===== src/hdl/sleep_wakeup_pkg.sv =====
// Contract
// - Sleep clears watchdog, clears powered-down, sets timed-out, oscillator off (code clears watchdog only when it is enabled)
// - Ports hold pre-sleep drive state while asleep
// - Wake on master clear, watchdog, or interrupt
// - Only clockless-capable peripherals may raise wake
// - Clocked peripherals raise no wake while asleep
// - Master clear resets; other wakes continue execution
// - Powered-down set at power-up, cleared by sleep
// - Watchdog wake clears timed-out flag
// - Sleep prefetches instruction at PC plus two
// - Source enable alone gates wake, not global enable
// - Global enable clear: continue in-line after wake
// - Global enable set: next instruction, then vector
// - Interrupt pending before sleep: sleep acts as no-op
// - Interrupt during/after sleep: finish sleep, wake immediately
// - Crystal modes add 1024-period oscillator start-up delay
// - Watchdog resets awake device, wakes sleeping one
package sleep_wakeup_pkg;
  localparam int ADDR_W = 8;
  localparam logic [ADDR_W-1:0] CTRL_OFFS = 8'h00;
  localparam logic [ADDR_W-1:0] WAKE_EN_OFFS = 8'h04;
  localparam logic [ADDR_W-1:0] RESET_CAUSE_OFFS = 8'h08;
  localparam logic [ADDR_W-1:0] INT_STATUS_OFFS = 8'h0c;
  localparam logic [ADDR_W-1:0] INT_MASK_OFFS = 8'h10;
  localparam logic [ADDR_W-1:0] PREFETCH_OFFS = 8'h14;
  // Control fields
  localparam int CTRL_DOG_EN_BIT = 0;
  localparam int CTRL_GLOBAL_EN_BIT = 1;
  localparam int CTRL_OSC_LSB = 2;
  // Reset cause fields
  localparam int RC_ASLEEP_BIT = 0;
  localparam int RC_DOWN_BIT = 3;
  localparam int RC_TIMEOUT_BIT = 4;
  // Interrupt status fields
  localparam int EV_SLEEP = 0;
  localparam int EV_WAKE = 1;
  localparam int EV_DOG_RESET = 2;
  localparam int EV_MASTER_CLEAR = 3;
  localparam int EV_SLEEP_NOP = 4;
  localparam int EV_N = 5;
  localparam logic [1:0] RESP_OKAY = 2'b00;
  localparam logic [1:0] RESP_SLVERR = 2'b10;
  localparam int PC_W = 21;
  localparam logic [PC_W-1:0] PC_STEP = 21'h000002;
  typedef enum logic [1:0] {
    crystal_osc_mode,
    high_speed_osc_mode,
    low_power_osc_mode,
    external_clock_mode
  } osc_mode_t;
  localparam logic [1:0] OSC_MODE_RESET = 2'h0;
  localparam int CLK_PERIOD_PS = 4000;
  localparam int OSC_STARTUP_PERIODS = 1024;
  localparam int OSC_PERIOD_PS = 25000;
  localparam int OSC_STARTUP_CYCLES =
    (OSC_STARTUP_PERIODS * OSC_PERIOD_PS + CLK_PERIOD_PS - 1) / CLK_PERIOD_PS;
endpackage


===== src/hdl/sleep_wakeup_controller.sv =====
`timescale 1ns/10ps
`default_nettype none
module sleep_wakeup_controller #(
  parameter int NUM_SRC = 8,
  // Sources able to run without the core clock (default all 8 low bits; bit 0 pin, bit 1 port B)
  parameter logic [31:0] CLOCKLESS_MASK = 32'h000000ff,
  parameter int OSC_STARTUP_CYC = sleep_wakeup_pkg::OSC_STARTUP_CYCLES
) (
  input wire logic aclk,
  input wire logic aresetn,
  input wire logic clk_en,
  input wire logic [sleep_wakeup_pkg::ADDR_W-1:0] s_axi_awaddr,
  input wire logic s_axi_awvalid,
  output logic s_axi_awready,
  input wire logic [31:0] s_axi_wdata,
  input wire logic [3:0] s_axi_wstrb,
  input wire logic s_axi_wvalid,
  output logic s_axi_wready,
  output logic [1:0] s_axi_bresp,
  output logic s_axi_bvalid,
  input wire logic s_axi_bready,
  input wire logic [sleep_wakeup_pkg::ADDR_W-1:0] s_axi_araddr,
  input wire logic s_axi_arvalid,
  output logic s_axi_arready,
  output logic [31:0] s_axi_rdata,
  output logic [1:0] s_axi_rresp,
  output logic s_axi_rvalid,
  input wire logic s_axi_rready,
  input wire logic sleep_instr,
  input wire logic watchdog_clear_instr,
  input wire logic [sleep_wakeup_pkg::PC_W-1:0] pc,
  input wire logic [NUM_SRC-1:0] irq_flags,
  input wire logic master_clear_pin_n,
  input wire logic watchdog_timeout,
  output logic osc_driver_on,
  output logic io_hold,
  output logic core_run,
  output logic watchdog_clear,
  output logic [sleep_wakeup_pkg::PC_W-1:0] prefetch_addr,
  output logic resume_pulse,
  output logic vector_take,
  output logic device_reset,
  output logic powered_down_flag,
  output logic timed_out_flag,
  output logic irq
);
  import sleep_wakeup_pkg::*;

  initial begin
    if (NUM_SRC < 1 || NUM_SRC > 32) $error("NUM_SRC must be 1..32");
    if (OSC_STARTUP_CYC < 1) $error("OSC_STARTUP_CYC must be positive");
  end

  localparam int CNT_W = $clog2(OSC_STARTUP_CYC + 1);
  localparam logic [CNT_W-1:0] CNT_LAST = CNT_W'(OSC_STARTUP_CYC - 1);

  typedef enum logic [1:0] {st_awake, st_asleep, st_osc_start, st_resume} state_t;
  state_t state;

  logic dog_en;
  logic global_irq_enable;
  osc_mode_t osc_mode;
  logic [NUM_SRC-1:0] wake_en;
  logic [EV_N-1:0] int_status;
  logic [EV_N-1:0] int_mask;
  logic [EV_N-1:0] events;
  logic [CNT_W-1:0] osc_cnt;

  // ----------------------------------------------------------------
  // Wake condition and pin synchronisers
  // ----------------------------------------------------------------
  // Formed from gates only, so a clockless peripheral can raise it while
  // the oscillator is stopped; only its sampled copy enters the logic.
  logic pending_async;
  assign pending_async = |(irq_flags & wake_en & CLOCKLESS_MASK[NUM_SRC-1:0]);

  logic [2:0] async_in;
  logic [2:0] sync1;
  logic [2:0] sync2;
  logic [2:0] sync3;
  logic [2:0] agreed;
  logic [2:0] agreed_d;
  assign async_in = {pending_async, watchdog_timeout, ~master_clear_pin_n};

  always_ff @(posedge aclk) begin
    if (!aresetn) begin
      sync1 <= 3'h0;
      sync2 <= 3'h0;
      sync3 <= 3'h0;
    end else if (clk_en) begin
      sync1 <= async_in;
      sync2 <= sync1;
      sync3 <= sync2;
    end
  end

  // A level counts only once the second and third stages agree
  always_ff @(posedge aclk) begin
    if (!aresetn) begin
      agreed <= 3'h0;
      agreed_d <= 3'h0;
    end else if (clk_en) begin
      for (int i = 0; i < 3; i++) begin
        if (sync2[i] == sync3[i]) begin
          agreed[i] <= sync3[i];
        end
      end
      agreed_d <= agreed;
    end
  end

  logic pending;
  logic dog_event;
  logic clear_event;
  assign pending = agreed[2];
  assign dog_event = agreed[1] & ~agreed_d[1] & dog_en;
  assign clear_event = agreed[0] & ~agreed_d[0];

  logic sleep_go;
  logic sleep_nop;
  assign sleep_nop = (state == st_awake) && sleep_instr && pending;
  assign sleep_go = (state == st_awake) && sleep_instr && !pending;

  // ----------------------------------------------------------------
  // Sleep sequencer
  // ----------------------------------------------------------------
  always_ff @(posedge aclk) begin
    if (!aresetn) begin
      state <= st_awake;
      osc_cnt <= '0;
    end else if (clk_en) begin
      if (clear_event) begin
        state <= st_awake;
        osc_cnt <= '0;
      end else begin
        unique case (state)
          st_awake: begin
            if (sleep_go) begin
              state <= st_asleep;
            end
          end
          // A wake already pending moves on at the next edge, after the
          // sleep effects above have been applied in full
          st_asleep: begin
            if (dog_event || pending) begin
              osc_cnt <= '0;
              if (osc_mode == external_clock_mode) begin
                state <= st_resume;
              end else begin
                state <= st_osc_start;
              end
            end
          end
          st_osc_start: begin
            if (osc_cnt == CNT_LAST) begin
              state <= st_resume;
            end else begin
              osc_cnt <= osc_cnt + 1'b1;
            end
          end
          st_resume: begin
            state <= st_awake;
          end
        endcase
      end
    end
  end

  // ----------------------------------------------------------------
  // Core-facing outputs
  // ----------------------------------------------------------------
  always_ff @(posedge aclk) begin
    if (!aresetn) begin
      osc_driver_on <= 1'b1;
      io_hold <= 1'b0;
      core_run <= 1'b1;
    end else if (clk_en) begin
      if (clear_event) begin
        osc_driver_on <= 1'b1;
        io_hold <= 1'b0;
        core_run <= 1'b1;
      end else if (sleep_go) begin
        osc_driver_on <= 1'b0;
        io_hold <= 1'b1;
        core_run <= 1'b0;
      end else if (state == st_asleep && (dog_event || pending)) begin
        osc_driver_on <= 1'b1;
      end else if (state == st_resume) begin
        io_hold <= 1'b0;
        core_run <= 1'b1;
      end
    end
  end

  always_ff @(posedge aclk) begin
    if (!aresetn) begin
      watchdog_clear <= 1'b0;
      prefetch_addr <= '0;
      resume_pulse <= 1'b0;
      vector_take <= 1'b0;
      device_reset <= 1'b0;
    end else if (clk_en) begin
      watchdog_clear <= (sleep_go && dog_en) || watchdog_clear_instr;
      if (sleep_go) begin
        prefetch_addr <= pc + PC_STEP;
      end
      // Next instruction runs on each resume not cut by master clear; the vector follows it only with global enable
      resume_pulse <= (state == st_resume) && !clear_event;
      vector_take <= (state == st_resume) && !clear_event && global_irq_enable;
      device_reset <= clear_event || (state == st_awake && dog_event);
    end
  end

  // Power-up leaves both flags set
  always_ff @(posedge aclk) begin
    if (!aresetn) begin
      powered_down_flag <= 1'b1;
      timed_out_flag <= 1'b1;
    end else if (clk_en) begin
      if (sleep_go) begin
        powered_down_flag <= 1'b0;
        timed_out_flag <= 1'b1;
      end else if (dog_event) begin
        timed_out_flag <= 1'b0;
      end
    end
  end

  // ----------------------------------------------------------------
  // Interrupt status
  // ----------------------------------------------------------------
  assign events[EV_SLEEP] = sleep_go;
  assign events[EV_WAKE] = (state == st_resume) && !clear_event;
  assign events[EV_DOG_RESET] = (state == st_awake) && dog_event;
  assign events[EV_MASTER_CLEAR] = clear_event;
  assign events[EV_SLEEP_NOP] = sleep_nop;

  logic rd_fire;
  logic [EV_N-1:0] status_clr;
  assign status_clr = (rd_fire && s_axi_araddr == INT_STATUS_OFFS) ? int_status : '0;

  // A new event in the clearing cycle survives the read
  always_ff @(posedge aclk) begin
    if (!aresetn) begin
      int_status <= '0;
    end else if (clk_en) begin
      int_status <= (int_status & ~status_clr) | events;
    end
  end

  always_ff @(posedge aclk) begin
    if (!aresetn) begin
      irq <= 1'b0;
    end else if (clk_en) begin
      irq <= |(((int_status & ~status_clr) | events) & int_mask);
    end
  end

  // ----------------------------------------------------------------
  // AXI4-Lite write channel
  // ----------------------------------------------------------------
  logic [ADDR_W-1:0] aw_addr;
  logic [31:0] w_data;
  logic [3:0] w_strb;
  logic aw_held;
  logic w_held;
  logic wr_fire;
  assign wr_fire = aw_held && w_held && !s_axi_bvalid;

  always_ff @(posedge aclk) begin
    if (!aresetn) begin
      aw_held <= 1'b0;
      w_held <= 1'b0;
      aw_addr <= '0;
      w_data <= '0;
      w_strb <= '0;
    end else if (clk_en) begin
      if (s_axi_awvalid && s_axi_awready) begin
        aw_held <= 1'b1;
        aw_addr <= s_axi_awaddr;
      end else if (wr_fire) begin
        aw_held <= 1'b0;
      end
      if (s_axi_wvalid && s_axi_wready) begin
        w_held <= 1'b1;
        w_data <= s_axi_wdata;
        w_strb <= s_axi_wstrb;
      end else if (wr_fire) begin
        w_held <= 1'b0;
      end
    end
  end

  always_ff @(posedge aclk) begin
    if (!aresetn) begin
      s_axi_awready <= 1'b0;
      s_axi_wready <= 1'b0;
      s_axi_bvalid <= 1'b0;
      s_axi_bresp <= RESP_OKAY;
    end else if (clk_en) begin
      s_axi_awready <= !aw_held && !(s_axi_awvalid && s_axi_awready);
      s_axi_wready <= !w_held && !(s_axi_wvalid && s_axi_wready);
      if (wr_fire) begin
        s_axi_bvalid <= 1'b1;
        s_axi_bresp <= (aw_addr == CTRL_OFFS || aw_addr == WAKE_EN_OFFS ||
                        aw_addr == INT_MASK_OFFS) ? RESP_OKAY : RESP_SLVERR;
      end else if (s_axi_bready) begin
        s_axi_bvalid <= 1'b0;
      end
    end
  end

  // Byte lane 0 strobe alone gates every write, including wake enables above bit 7 when NUM_SRC exceeds 8
  always_ff @(posedge aclk) begin
    if (!aresetn) begin
      dog_en <= 1'b0;
      global_irq_enable <= 1'b0;
      osc_mode <= osc_mode_t'(OSC_MODE_RESET);
      wake_en <= '0;
      int_mask <= '0;
    end else if (clk_en && wr_fire && w_strb[0]) begin
      if (aw_addr == CTRL_OFFS) begin
        dog_en <= w_data[CTRL_DOG_EN_BIT];
        global_irq_enable <= w_data[CTRL_GLOBAL_EN_BIT];
        osc_mode <= osc_mode_t'(w_data[CTRL_OSC_LSB +: 2]);
      end
      if (aw_addr == WAKE_EN_OFFS) begin
        wake_en <= w_data[NUM_SRC-1:0];
      end
      if (aw_addr == INT_MASK_OFFS) begin
        int_mask <= w_data[EV_N-1:0];
      end
    end
  end

  // ----------------------------------------------------------------
  // AXI4-Lite read channel
  // ----------------------------------------------------------------
  assign rd_fire = s_axi_arvalid && s_axi_arready;

  logic [31:0] rd_mux;
  logic rd_ok;
  always_comb begin
    rd_mux = 32'h00000000;
    rd_ok = 1'b1;
    unique case (s_axi_araddr)
      CTRL_OFFS: begin
        rd_mux[CTRL_DOG_EN_BIT] = dog_en;
        rd_mux[CTRL_GLOBAL_EN_BIT] = global_irq_enable;
        rd_mux[CTRL_OSC_LSB +: 2] = osc_mode;
      end
      WAKE_EN_OFFS: rd_mux[NUM_SRC-1:0] = wake_en;
      RESET_CAUSE_OFFS: begin
        rd_mux[RC_ASLEEP_BIT] = (state != st_awake);
        rd_mux[RC_DOWN_BIT] = powered_down_flag;
        rd_mux[RC_TIMEOUT_BIT] = timed_out_flag;
      end
      INT_STATUS_OFFS: rd_mux[EV_N-1:0] = int_status;
      INT_MASK_OFFS: rd_mux[EV_N-1:0] = int_mask;
      PREFETCH_OFFS: rd_mux[PC_W-1:0] = prefetch_addr;
      default: rd_ok = 1'b0;
    endcase
  end

  always_ff @(posedge aclk) begin
    if (!aresetn) begin
      s_axi_arready <= 1'b0;
      s_axi_rvalid <= 1'b0;
      s_axi_rdata <= 32'h00000000;
      s_axi_rresp <= RESP_OKAY;
    end else if (clk_en) begin
      s_axi_arready <= !s_axi_rvalid && !rd_fire;
      if (rd_fire) begin
        s_axi_rvalid <= 1'b1;
        s_axi_rdata <= rd_mux;
        s_axi_rresp <= rd_ok ? RESP_OKAY : RESP_SLVERR;
      end else if (s_axi_rready) begin
        s_axi_rvalid <= 1'b0;
      end
    end
  end
endmodule
`default_nettype wire


===== config.mk =====
export PLATFORM = sky130hd
export DESIGN_NAME = sleep_wakeup_controller
export DESIGN_NICKNAME = d
export VERILOG_FILES = /design/src/hdl/sleep_wakeup_pkg.sv /design/src/hdl/sleep_wakeup_controller.sv
export SDC_FILE = /design/constraint.sdc
export NUM_CORES = 1
export LEC_CHECK = 0
export BUFFER_PORTS_ARGS = -buffer_cell sky130_fd_sc_hd__buf_2
export CAP_MARGIN = 20
export CELL_PAD_IN_SITES_DETAIL_PLACEMENT = 0
export CELL_PAD_IN_SITES_GLOBAL_PLACEMENT = 2
export CORE_UTILIZATION = 30
export CTS_BUF_LIST = sky130_fd_sc_hd__clkbuf_8 sky130_fd_sc_hd__clkbuf_16
export CTS_CLUSTER_SIZE = 40
export DETAILED_ROUTE_END_ITERATION = 10
export HOLD_SLACK_MARGIN = 0.08
export PLACE_DENSITY_LB_ADDON = 0.15
export SLEW_MARGIN = 10
export SYNTH_ARGS = -nofsm -noshare
export SYNTH_HDL_FRONTEND = slang
export SYNTH_SLANG_ARGS = --single-unit

===== constraint.sdc =====
create_clock -name aclk -period 2.1 [get_ports aclk]
set_input_delay 0.21 -clock aclk [delete_from_list [all_inputs] [get_ports aclk]]
set_output_delay 0.21 -clock aclk [all_outputs]
set_load 0.02 [all_outputs]

==> results of run 1 <==
[stage by stage]
stage / hold slack (ns) / utilization (%) / power, mW
finish: 0.1045 / 40.35 / 6.297
global route: 0.1059 / 40.35 / 6.564
CTS: 0.08349 / 40.27 / 6.386
detailed placement: 0.3952 / 35.75 / 3.354
global placement: 0.3990 / 35.75 / 3.345
floorplan: 0.3058 / - / 3.081
[worst min-delay path by stage]
stage	from	end	slack [ns]
3_3_place_gp	master_clear_pin_n	sync1[0]	0.40
4_1_cts	pc[17]	prefetch_addr[17]	0.08
2_1_floorplan	pc[1]	prefetch_addr[1]	0.31
3_5_place_dp	master_clear_pin_n	sync1[0]	0.40
5_1_grt	pc[17]	prefetch_addr[17]	0.11
6_report	pc[17]	prefetch_addr[17]	0.10
[layout by cell type (no fill, tap or decap), drive strengths merged, types with 9 or more instances in the layout]
cell type    instances
nand3               28
mux2i               32
buf                150
dfxtp              129
and3                10
inv                 12
a211oi              16
conb                13
a22oi               17
clkbuf              21
nand2               79
o21ai               32
xnor2                9
a21oi               63
nor2                92
dlygate4sd3         25
[cell type report]
type                    count  area (um^2)
inverters                   9        33.78
multi-input cells         498         2968
repair buffers            175         1104
clock buffers              21        480.5
fillers                  1973        11200
clock inverters            11        111.4
well taps                 234        292.8
flip-flops and latches    129         2582
[state kept, by name (all words and copies together) (netlist names), 2 cells and up]
name           count
w_data             8
sync2              3
osc_cnt           13
s_axi_rdata       21
osc_mode           2
int_status         5
prefetch_addr     21
sync3              3
int_mask           5
sync1              3
wake_en            8
agreed             3
agreed_d           2
state              2
aw_addr            8
[per-layer routing]
| metal | share of wire (%) | GRT usage (%) | vias to the layer above | wire [um] |
|---|---|---|---|---|
| li1 | - | - | 2690 | - |
| met2 | 46 | 27.55 | 112 | 7850 |
| met1 | 48 | 23.37 | 2540 | 8138 |
| met4 | 1.6 | 7.037 | 0 | 266 |
| met3 | 4.9 | 5.027 | 19 | 829 |
| met5 | 0 | 0 | - | 0 |
[kinds of logic (layout without fill, tap and decap cells)]
group	after synthesis	after routing	share of synthesized area [%]
adder cells (fa/ha/maj)	6	6	1.300
buffers and inverters	61	216	5.090
other	1	13	0.06491
flip-flops	129	129	44.70
AND/OR/NAND/NOR	264	264	21.94
multiplexers	36	36	6.909
XOR/XNOR	17	17	2.578
AO/OA/AOI/OAI	162	162	17.41
[power breakdown]
part	internal [mW]	switching, mW	total (mW)
clock	1.86	1.10	2.96
sequential	2.53	0.0708	2.61
combinational	0.288	0.442	0.730
[tightest hold or removal path, delay by kind of cell]
kind            cells  cell delay, ns
buf+inv             1            0.12
compound gates      1            0.07
simple gates        1            0.06
[repair_timing]
item | 4_1_cts | 5_1_grt
endpoints found under the setup margin | 1 | 2
hold endpoints to repair | 25 | 0
hold buffers | 25 | 0
gates resized for setup | 1 | 4
setup buffers | 0 | 0
==> impl_metrics.ini, run 1 <==
[outcome]
outcome = finished, final reports clean

[floorplan]
die_width_um = 140.8
core_um2 = 18770
die_h_um = 140.8
ios = 165
start_util_pct = 30.78
dieArea_um2 = 19810
num_rows = 50

[critical_path]
r2r_cells = 6
start_kind = flop
crit_cells = 6
worstSetupStartpoint = osc_cnt[0]
crit_required_ns = 2.45
reg2reg_from = osc_cnt[0]
crit_family = simple AND/OR/NAND/NOR gates
r2r_slack_ns = 0.05
crit_type = reg2reg
path_cells = ha_1 -> and3_4 -> and4_4 -> or3_4 -> or4b_4 -> a21oi_2
cp_slowest_cell = or4b_4
worst-path-buf-inv = 0
slowest_delay_ns = 0.50
path_max_fanout = 5
end_kind = flop
endpoint = osc_cnt[10]
r2r_end = osc_cnt[10]
crit_arrival_ns = 2.40

[job]
maxCapViolCount = 0

[worst_hold_path]
hold_class = in2reg
whs_path_depth = 3

[clocking]
cts_tree = built
cts_buffers = 17
path_clk_slew_ns = 0.05
clk_latency_ns = 0.42
cts_max_level = 4
cts_sinks = 129
root_buffer = clkbuf_16
clockBufferDepth = 2

[synth]
synth_area_leader_cell = dfxtp_1
syn_area_per_cell_um2 = 8.546
yosys.area.top_type_share_pct = 44.70
synthTopCellsByArea = dfxtp_1, nor2_1, mux2i_1, a21oi_1, nand2_1
synth_seq_cells = 129
syn_area_um2 = 5777
ys_seq_area_share_pct = 44.70
synth-async-reset-ratio_pct = 0
synth_flop_cell = dfxtp_1
synth_commonest_cells = dfxtp_1, nor2_1, nand2_1, a21oi_1, mux2i_1
synth_edf_count = 0
yosysWarnings = 0
synth_most_common_cell = dfxtp_1
synth_cell_type_count = 67
syn_inst = 676

[finish]
layout.nets = 929
layout-area-overhead-vs-synth_pct = 31.08
drive_gt1_share_pct = 23.84
fin_cells = 1077
antenna_cells = 0
stdcell_area_um2 = 7572

[detailed_routing]
drt_iter0_drc = 217
postRouteAntennaNets = 0
wl_per_cell_um = 15.86
num_vias = 5361
wl_um = 17090
drc_errors = 0
dr.pass1.iters = 4
vias_per_cell = 4.978

[power_and_ir_drop]
vdd_drop_max_v = 0.0005455
power_density_nw_per_um2 = 831.6
leakage_nw = 3.050

[placement]
place_congestion = 0.7831
detailed_place_hpwl_um = 12200
dp.cells = 1020
dpl_cell_area_um2 = 6710
place_worst_setup_slack_ns = 0.01522
portBuffers = 124

[timing]
finalMaxSlewViolations = 0
period_needed_ns = 2.048
fin_crit_sh_pct = 97.52
hold_viol = 0
setup_viol = 0
setup_tns_ns = 0
max_freq_mhz = 488.3
rsz0062_at_grt = false
relSlewSlack_pct = 63.86
tightest_slew_ns = 0.5392
fin_ws_ns = 0.05213
finClkSkew_ns = 0.006855

[grt]
grt_pass1_wl_um = 27420
grt_start_max_net_pins = 108
grt_pass1_vias = 5182
antenna_found_initial = 0
grt_usage_pct = 17.81
grt-ovfl-total = 0
Note: power is estimated with default switching activity, not from simulation.
==> inputs of run 2 (changes only) <==
--- a/config.mk
+++ b/config.mk
@@ -5,7 +5,7 @@
 export SDC_FILE = /design/constraint.sdc
 export NUM_CORES = 1
 export LEC_CHECK = 0
-export BUFFER_PORTS_ARGS = -buffer_cell sky130_fd_sc_hd__buf_2
+export BUFFER_PORTS_ARGS = -buffer_cell sky130_fd_sc_hd__buf_4
 export CAP_MARGIN = 20
 export CELL_PAD_IN_SITES_DETAIL_PLACEMENT = 0
 export CELL_PAD_IN_SITES_GLOBAL_PLACEMENT = 2
@@ -19,3 +19,4 @@
 export SYNTH_ARGS = -nofsm -noshare
 export SYNTH_HDL_FRONTEND = slang
 export SYNTH_SLANG_ARGS = --single-unit
+export TNS_END_PERCENT = 20
==> impl_metrics.ini, run 2 (same netlist as run 1, synthesis figures left out) <==
[outcome]
outcome = finished, final reports clean

[detailed_routing]
dr.pass1.iters = 5
wl_um = 17120
wl_per_cell_um = 15.87
drc_errors = 0
postRouteAntennaNets = 0
drt_iter0_drc = 280
vias_per_cell = 4.994
num_vias = 5388

[clocking]
cts_tree = built
cts_buffers = 17
cts_resized = 0
path_clk_slew_ns = 0.06
postCtsSetupRepairBufs = 0
root_buffer = clkbuf_16
clk_latency_ns = 0.42
clockBufferDepth = 2
cts_max_level = 4
cts_sinks = 129

[critical_path]
end_kind = flop
crit_type = reg2reg
crit_arrival_ns = 2.36
path_cells = ha_1 -> and3_1 -> and4_4 -> or3_1 -> or4b_1 -> a21oi_1
start_kind = flop
crit_family = simple AND/OR/NAND/NOR gates
worst-path-buf-inv = 0
slowest_delay_ns = 0.47
crit_required_ns = 2.45
cp_slowest_cell = or4b_1
path_max_fanout = 4

[floorplan]
die_h_um = 140.8
start_util_pct = 30.78
die_width_um = 140.8
core_um2 = 18770
ios = 165
num_rows = 50
dieArea_um2 = 19810

[finish]
layout_common_cells = buf_4, dfxtp_1, nor2_1
drive_gt1_share_pct = 23.43
register_area_um2 = 2582
antenna_cells = 0
layout-area-overhead-vs-synth_pct = 36.86
layout.nets = 931
multi_input_area_um2 = 2948
n_fill_cell = 1880
reg_top3 = prefetch_addr: 21 flops, s_axi_rdata: 21 flops, osc_cnt: 13 flops
final_common_cell = buf_4

[timing]
hold_viol = 0
setup_tns_ns = 0
finalMaxSlewViolations = 0
fin_crit_sh_pct = 96.05
finClkSkew_ns = 0.005712
relSlewSlack_pct = 61.57
tightest_slew_ns = 0.5716
max_freq_mhz = 495.8
rsz0062_at_grt = false
setup_viol = 0
period_needed_ns = 2.017

[power_and_ir_drop]
switchingPower_mw = 1.644
leakage_nw = 3.115
vdd_drop_max_v = 0.0004756
seqPwrFrac_pct = 40.1
clockPowerShare_pct = 47.6
p_int_mw = 4.868
p_sw_share_pct = 25.24
comb_power_share_pct = 12.3
power_density_nw_per_um2 = 823.6
total_power_mw = 6.512

[placement]
place_congestion = 0.8333
detailed_place_hpwl_um = 12290
portBuffers = 124

[grt]
grt-ovfl-total = 0
grt_pass1_wl_um = 27370
grt_usage_pct = 17.76
grt_pass1_vias = 5104
antenna_found_initial = 0
grt_start_max_net_pins = 76

[job]
maxCapViolCount = 0

[worst_hold_path]
hold_class = in2reg
-- run 2: cell types whose count changed in the layout (fill, tap and decap cells not counted), moves of 3 or more --
cell / previous run / this run
clkbuf_8: 4 / 0
buf_2: 124 / 0
clkinv_2: 4 / 1
clkinvlp_4: 2 / 6
buf_4: 23 / 149
-- run 2: metal layers --
| metal | share of wire (%) | track usage, % | wire length [um] |
|---|---|---|---|
| met5 | 0 | 0 | 0 |
| met1 | 47 | 23.21 | 8114 |
| met3 | 5.4 | 5.367 | 929 |
| met2 | 46 | 28.25 | 7885 |
| met4 | 1.1 | 4.920 | 191 |
-- run 2: worst paths after layout --
check / start / endpoint / slack, ns / depth (start not counted)
max: osc_cnt[0] / osc_cnt[10] / 0.08 / 6
min: pc[13] / prefetch_addr[13] / 0.10 / 3
max reg2reg: osc_cnt[0] / osc_cnt[10] / 0.08 / 6
min reg2reg: sync3[2] / agreed[2] / 0.45 / 2
-- run 2: layout make-up --
cell class	instances	share of cell area (%)
clock buffer	17	5.381
clock inverter	15	2.469
inverter	9	0.4273
multi-input combinational	498	37.28
sequential	129	32.66
tap	234	3.703
timing repair buffer	177	18.07
-- run 2: stage by stage --
step / instances / hold slack [ns] / setup WS [ns] / utilization (%) / instance area [um^2]
5_1_grt: 1079 / 0.09536 / 0.01789 / 42.13 / 7906
3_5_place_dp: 1022 / 0.4173 / 0.1160 / 37.49 / 7036
4_1_cts: 1079 / 0.08386 / 0.1011 / 42.13 / 7906
6_report: 1079 / 0.1033 / 0.08295 / 42.13 / 7906
2_1_floorplan: 688 / 0.3058 / 0.1977 / - / 5822
3_3_place_gp: 1022 / 0.4185 / 0.1454 / 37.49 / 7036
-- run 2: power by group through the flow --
stage | logic, mW | clock network [mW] | registers (mW)
floorplan | 0.367 | 0 | 2.71
global placement | 0.765 | 0 | 2.66
detailed placement | 0.768 | 0 | 2.66
CTS | 0.809 | 3.18 | 2.61
global route | 0.879 | 3.30 | 2.62
finish | 0.802 | 3.10 | 2.61
-- run 2: worst register-to-register path: cells and delay by family (launching register included) --
family,cells,cell delay (ns)
AO/OA/AOI/OAI,1,0.14
adder cells (fa/ha/maj),1,0.23
AND/OR/NAND/NOR,4,1.24
flip-flops,1,0.33
-- run 2: what timing repair did --
action | 4_1_cts | 5_1_grt
hold buffers | 25 | 0
endpoints found under the hold margin | 25 | 0
endpoints found under the setup margin | 0 | 0
==> inputs of run 3 (changes only) <==
--- a/config.mk
+++ b/config.mk
@@ -5,11 +5,12 @@
 export SDC_FILE = /design/constraint.sdc
 export NUM_CORES = 1
 export LEC_CHECK = 0
+export ABC_AREA = 1
 export BUFFER_PORTS_ARGS = -buffer_cell sky130_fd_sc_hd__buf_4
 export CAP_MARGIN = 20
 export CELL_PAD_IN_SITES_DETAIL_PLACEMENT = 0
 export CELL_PAD_IN_SITES_GLOBAL_PLACEMENT = 2
-export CORE_UTILIZATION = 30
+export CORE_UTILIZATION = 28
 export CTS_BUF_LIST = sky130_fd_sc_hd__clkbuf_8 sky130_fd_sc_hd__clkbuf_16
 export CTS_CLUSTER_SIZE = 40
 export DETAILED_ROUTE_END_ITERATION = 10
==> impl_metrics.ini, run 3 <==
[outcome]
outcome = finished, final reports clean

[floorplan]
core_um2 = 21290
num_rows = 53
ios = 165
die_h_um = 150.5
start_util_pct = 29.00
die_width_um = 150.5
dieArea_um2 = 22640

[timing]
fin_crit_sh_pct = 86.46
setup_viol = 0
max_freq_mhz = 550.8
relSlewSlack_pct = 62.08
finalMaxSlewViolations = 0
hold_viol = 0
rsz0062_at_grt = false
finClkSkew_ns = 0.009227
tightest_slew_ns = 0.5672
setup_tns_ns = 0
period_needed_ns = 1.816
fin_hold_ws_ns = 0.09212

[synth]
yosysWarnings = 0
synthTopCellsByArea = dfxtp_1, nand2_1, o21ai_0, a21oi_1, inv_1
synth_seq_cells = 129
syn_area_per_cell_um2 = 7.046
syn_inst = 876
ys_seq_area_share_pct = 41.84
synth_commonest_cells = nand2_1, dfxtp_1, o21ai_0, inv_1, a21oi_1
synth_cell_type_count = 42
synth_most_common_cell = nand2_1
syn_area_um2 = 6172
synth_edf_count = 0
yosys.area.top_type_share_pct = 41.84
synth_flop_cell = dfxtp_1
synth_area_leader_cell = dfxtp_1
synth-async-reset-ratio_pct = 0

[power_and_ir_drop]
p_sw_share_pct = 29.91
comb_power_share_pct = 20.6
total_power_mw = 7.341
vdd_drop_max_v = 0.0004219
leakage_nw = 3.625
seqPwrFrac_pct = 37.5
power_density_nw_per_um2 = 884.9
clockPowerShare_pct = 41.9
p_int_mw = 5.146
switchingPower_mw = 2.196

[finish]
final_common_cell = nand2_1
layout-area-overhead-vs-synth_pct = 34.42
layout.nets = 1135
layout_common_cells = nand2_1, buf_4, dfxtp_1
drive_gt1_share_pct = 20.59
fin_cells = 1325
reg_top3 = prefetch_addr: 21 flops, s_axi_rdata: 21 flops, osc_cnt: 13 flops

[detailed_routing]
wl_per_cell_um = 14.75
drt_iter0_drc = 276
dr.pass1.iters = 4
wl_um = 19550
drc_errors = 0
postRouteAntennaNets = 0
vias_per_cell = 4.548
num_vias = 6026

[critical_path]
start_kind = flop
end_kind = flop
crit_arrival_ns = 2.17
path_max_fanout = 10
crit_type = reg2reg
crit_required_ns = 2.45

[placement]
dp.cells = 1267
detailed_place_hpwl_um = 14480
portBuffers = 124
place_congestion = 0.8093

[job]
maxCapViolCount = 0

[clocking]
clk_latency_ns = 0.42
postCtsSetupRepairBufs = 0
cts_sinks = 129
root_buffer = clkbuf_16
path_clk_slew_ns = 0.06
cts_tree = built
cts_resized = 0
cts_max_level = 4
clockBufferDepth = 2
cts_buffers = 17

[grt]
grt_start_max_net_pins = 42
grt_usage_pct = 18.11
grt_pass1_vias = 5797
grt_pass1_wl_um = 31140
antenna_found_initial = 0
grt-ovfl-total = 0

[worst_hold_path]
hold_class = in2reg
[run 3: cell count changes after synthesis, sizes merged, moves of 16 or more]
cell,before,now
o21ai,32,102
a21oi,63,89
nand3,28,56
inv,9,100
mux2i,32,0
a211oi,16,0
a22oi,17,0
nand2,79,190
[run 3: layout make-up]
cell class	count	area, um^2
Sequential cell	129	2582
Tap cell	275	344.1
Timing Repair Buffer	173	1361
Multi-Input combinational cell	615	3019
Inverter	100	375.4
Clock inverter	13	158.9
Fill cell	2310	12990
Clock buffer	19	452.9
Antenna cell	1	2.502
[run 3: kinds of logic (layout without fill, tap and decap cells)]
kind of cell | Yosys count | after routing | synth area share (%)
and+or+nand+nor | 373 | 373 | 26.74
adders and majority gates | 6 | 6 | 1.216
xor gates and xnor gates | 9 | 9 | 1.277
other | 1 | 14 | 0.06076
DFF | 129 | 129 | 41.84
AOI/OAI and AO/OA | 214 | 214 | 18.89
buffers and inverters | 144 | 305 | 9.973
[run 3: through the flow]
| step | utilization, % | instance area, um^2 | worst slack, ns |
|---|---|---|---|
| global route | 38.96 | 8294 | 0.09581 |
| detailed placement | 34.91 | 7432 | 0.3267 |
| floorplan | - | 6217 | 0.5324 |
| finish | 38.98 | 8297 | 0.2844 |
| global placement | 34.91 | 7432 | 0.3118 |
| CTS | 38.96 | 8294 | 0.2965 |
[run 3: per-layer routing]
metal / vias to the layer above / global-route usage (%) / wire length (um)
li1: 3168 / - / -
met1: 2708 / 25.99 / 10130
met2: 138 / 27.10 / 8347
met3: 12 / 4.000 / 878
met4: 0 / 4.697 / 196
met5: - / 0 / 0
[run 3: final timing paths]
| check | depth (start not counted) | end | start | slack [ns] |
|---|---|---|---|---|
| max reg2reg | 8 | osc_cnt[7] | dog_en | 0.28 |
| min reg2reg | 2 | aw_addr[5] | aw_addr[5] | 0.45 |
| min | 3 | prefetch_addr[8] | pc[8] | 0.09 |
| max | 8 | osc_cnt[7] | dog_en | 0.28 |
[run 3: critical path: stages, from the launching register on]
cell	delay (ns)
dfxtp_1	0.46
nand3_1	0.28
nand2_1	0.19
o21ai_1	0.10
inv_2	0.18
nand2_4	0.14
inv_1	0.20
nand2_1	0.10
a21oi_2	0.11
[run 3: power by group through the flow]
stage	Combinational [mW]	Sequential, mW	Clock [mW]
detailed placement	1.48	2.80	0
floorplan	0.768	2.89	0
CTS	1.53	2.75	3.15
global route	1.67	2.77	3.29
global placement	1.49	2.81	0
finish	1.51	2.75	3.08
[run 3: repair_timing]
action	4_1_cts	5_1_grt
hold buffers	25	0
endpoints found under the setup margin	0	0
hold endpoints to repair	25	0
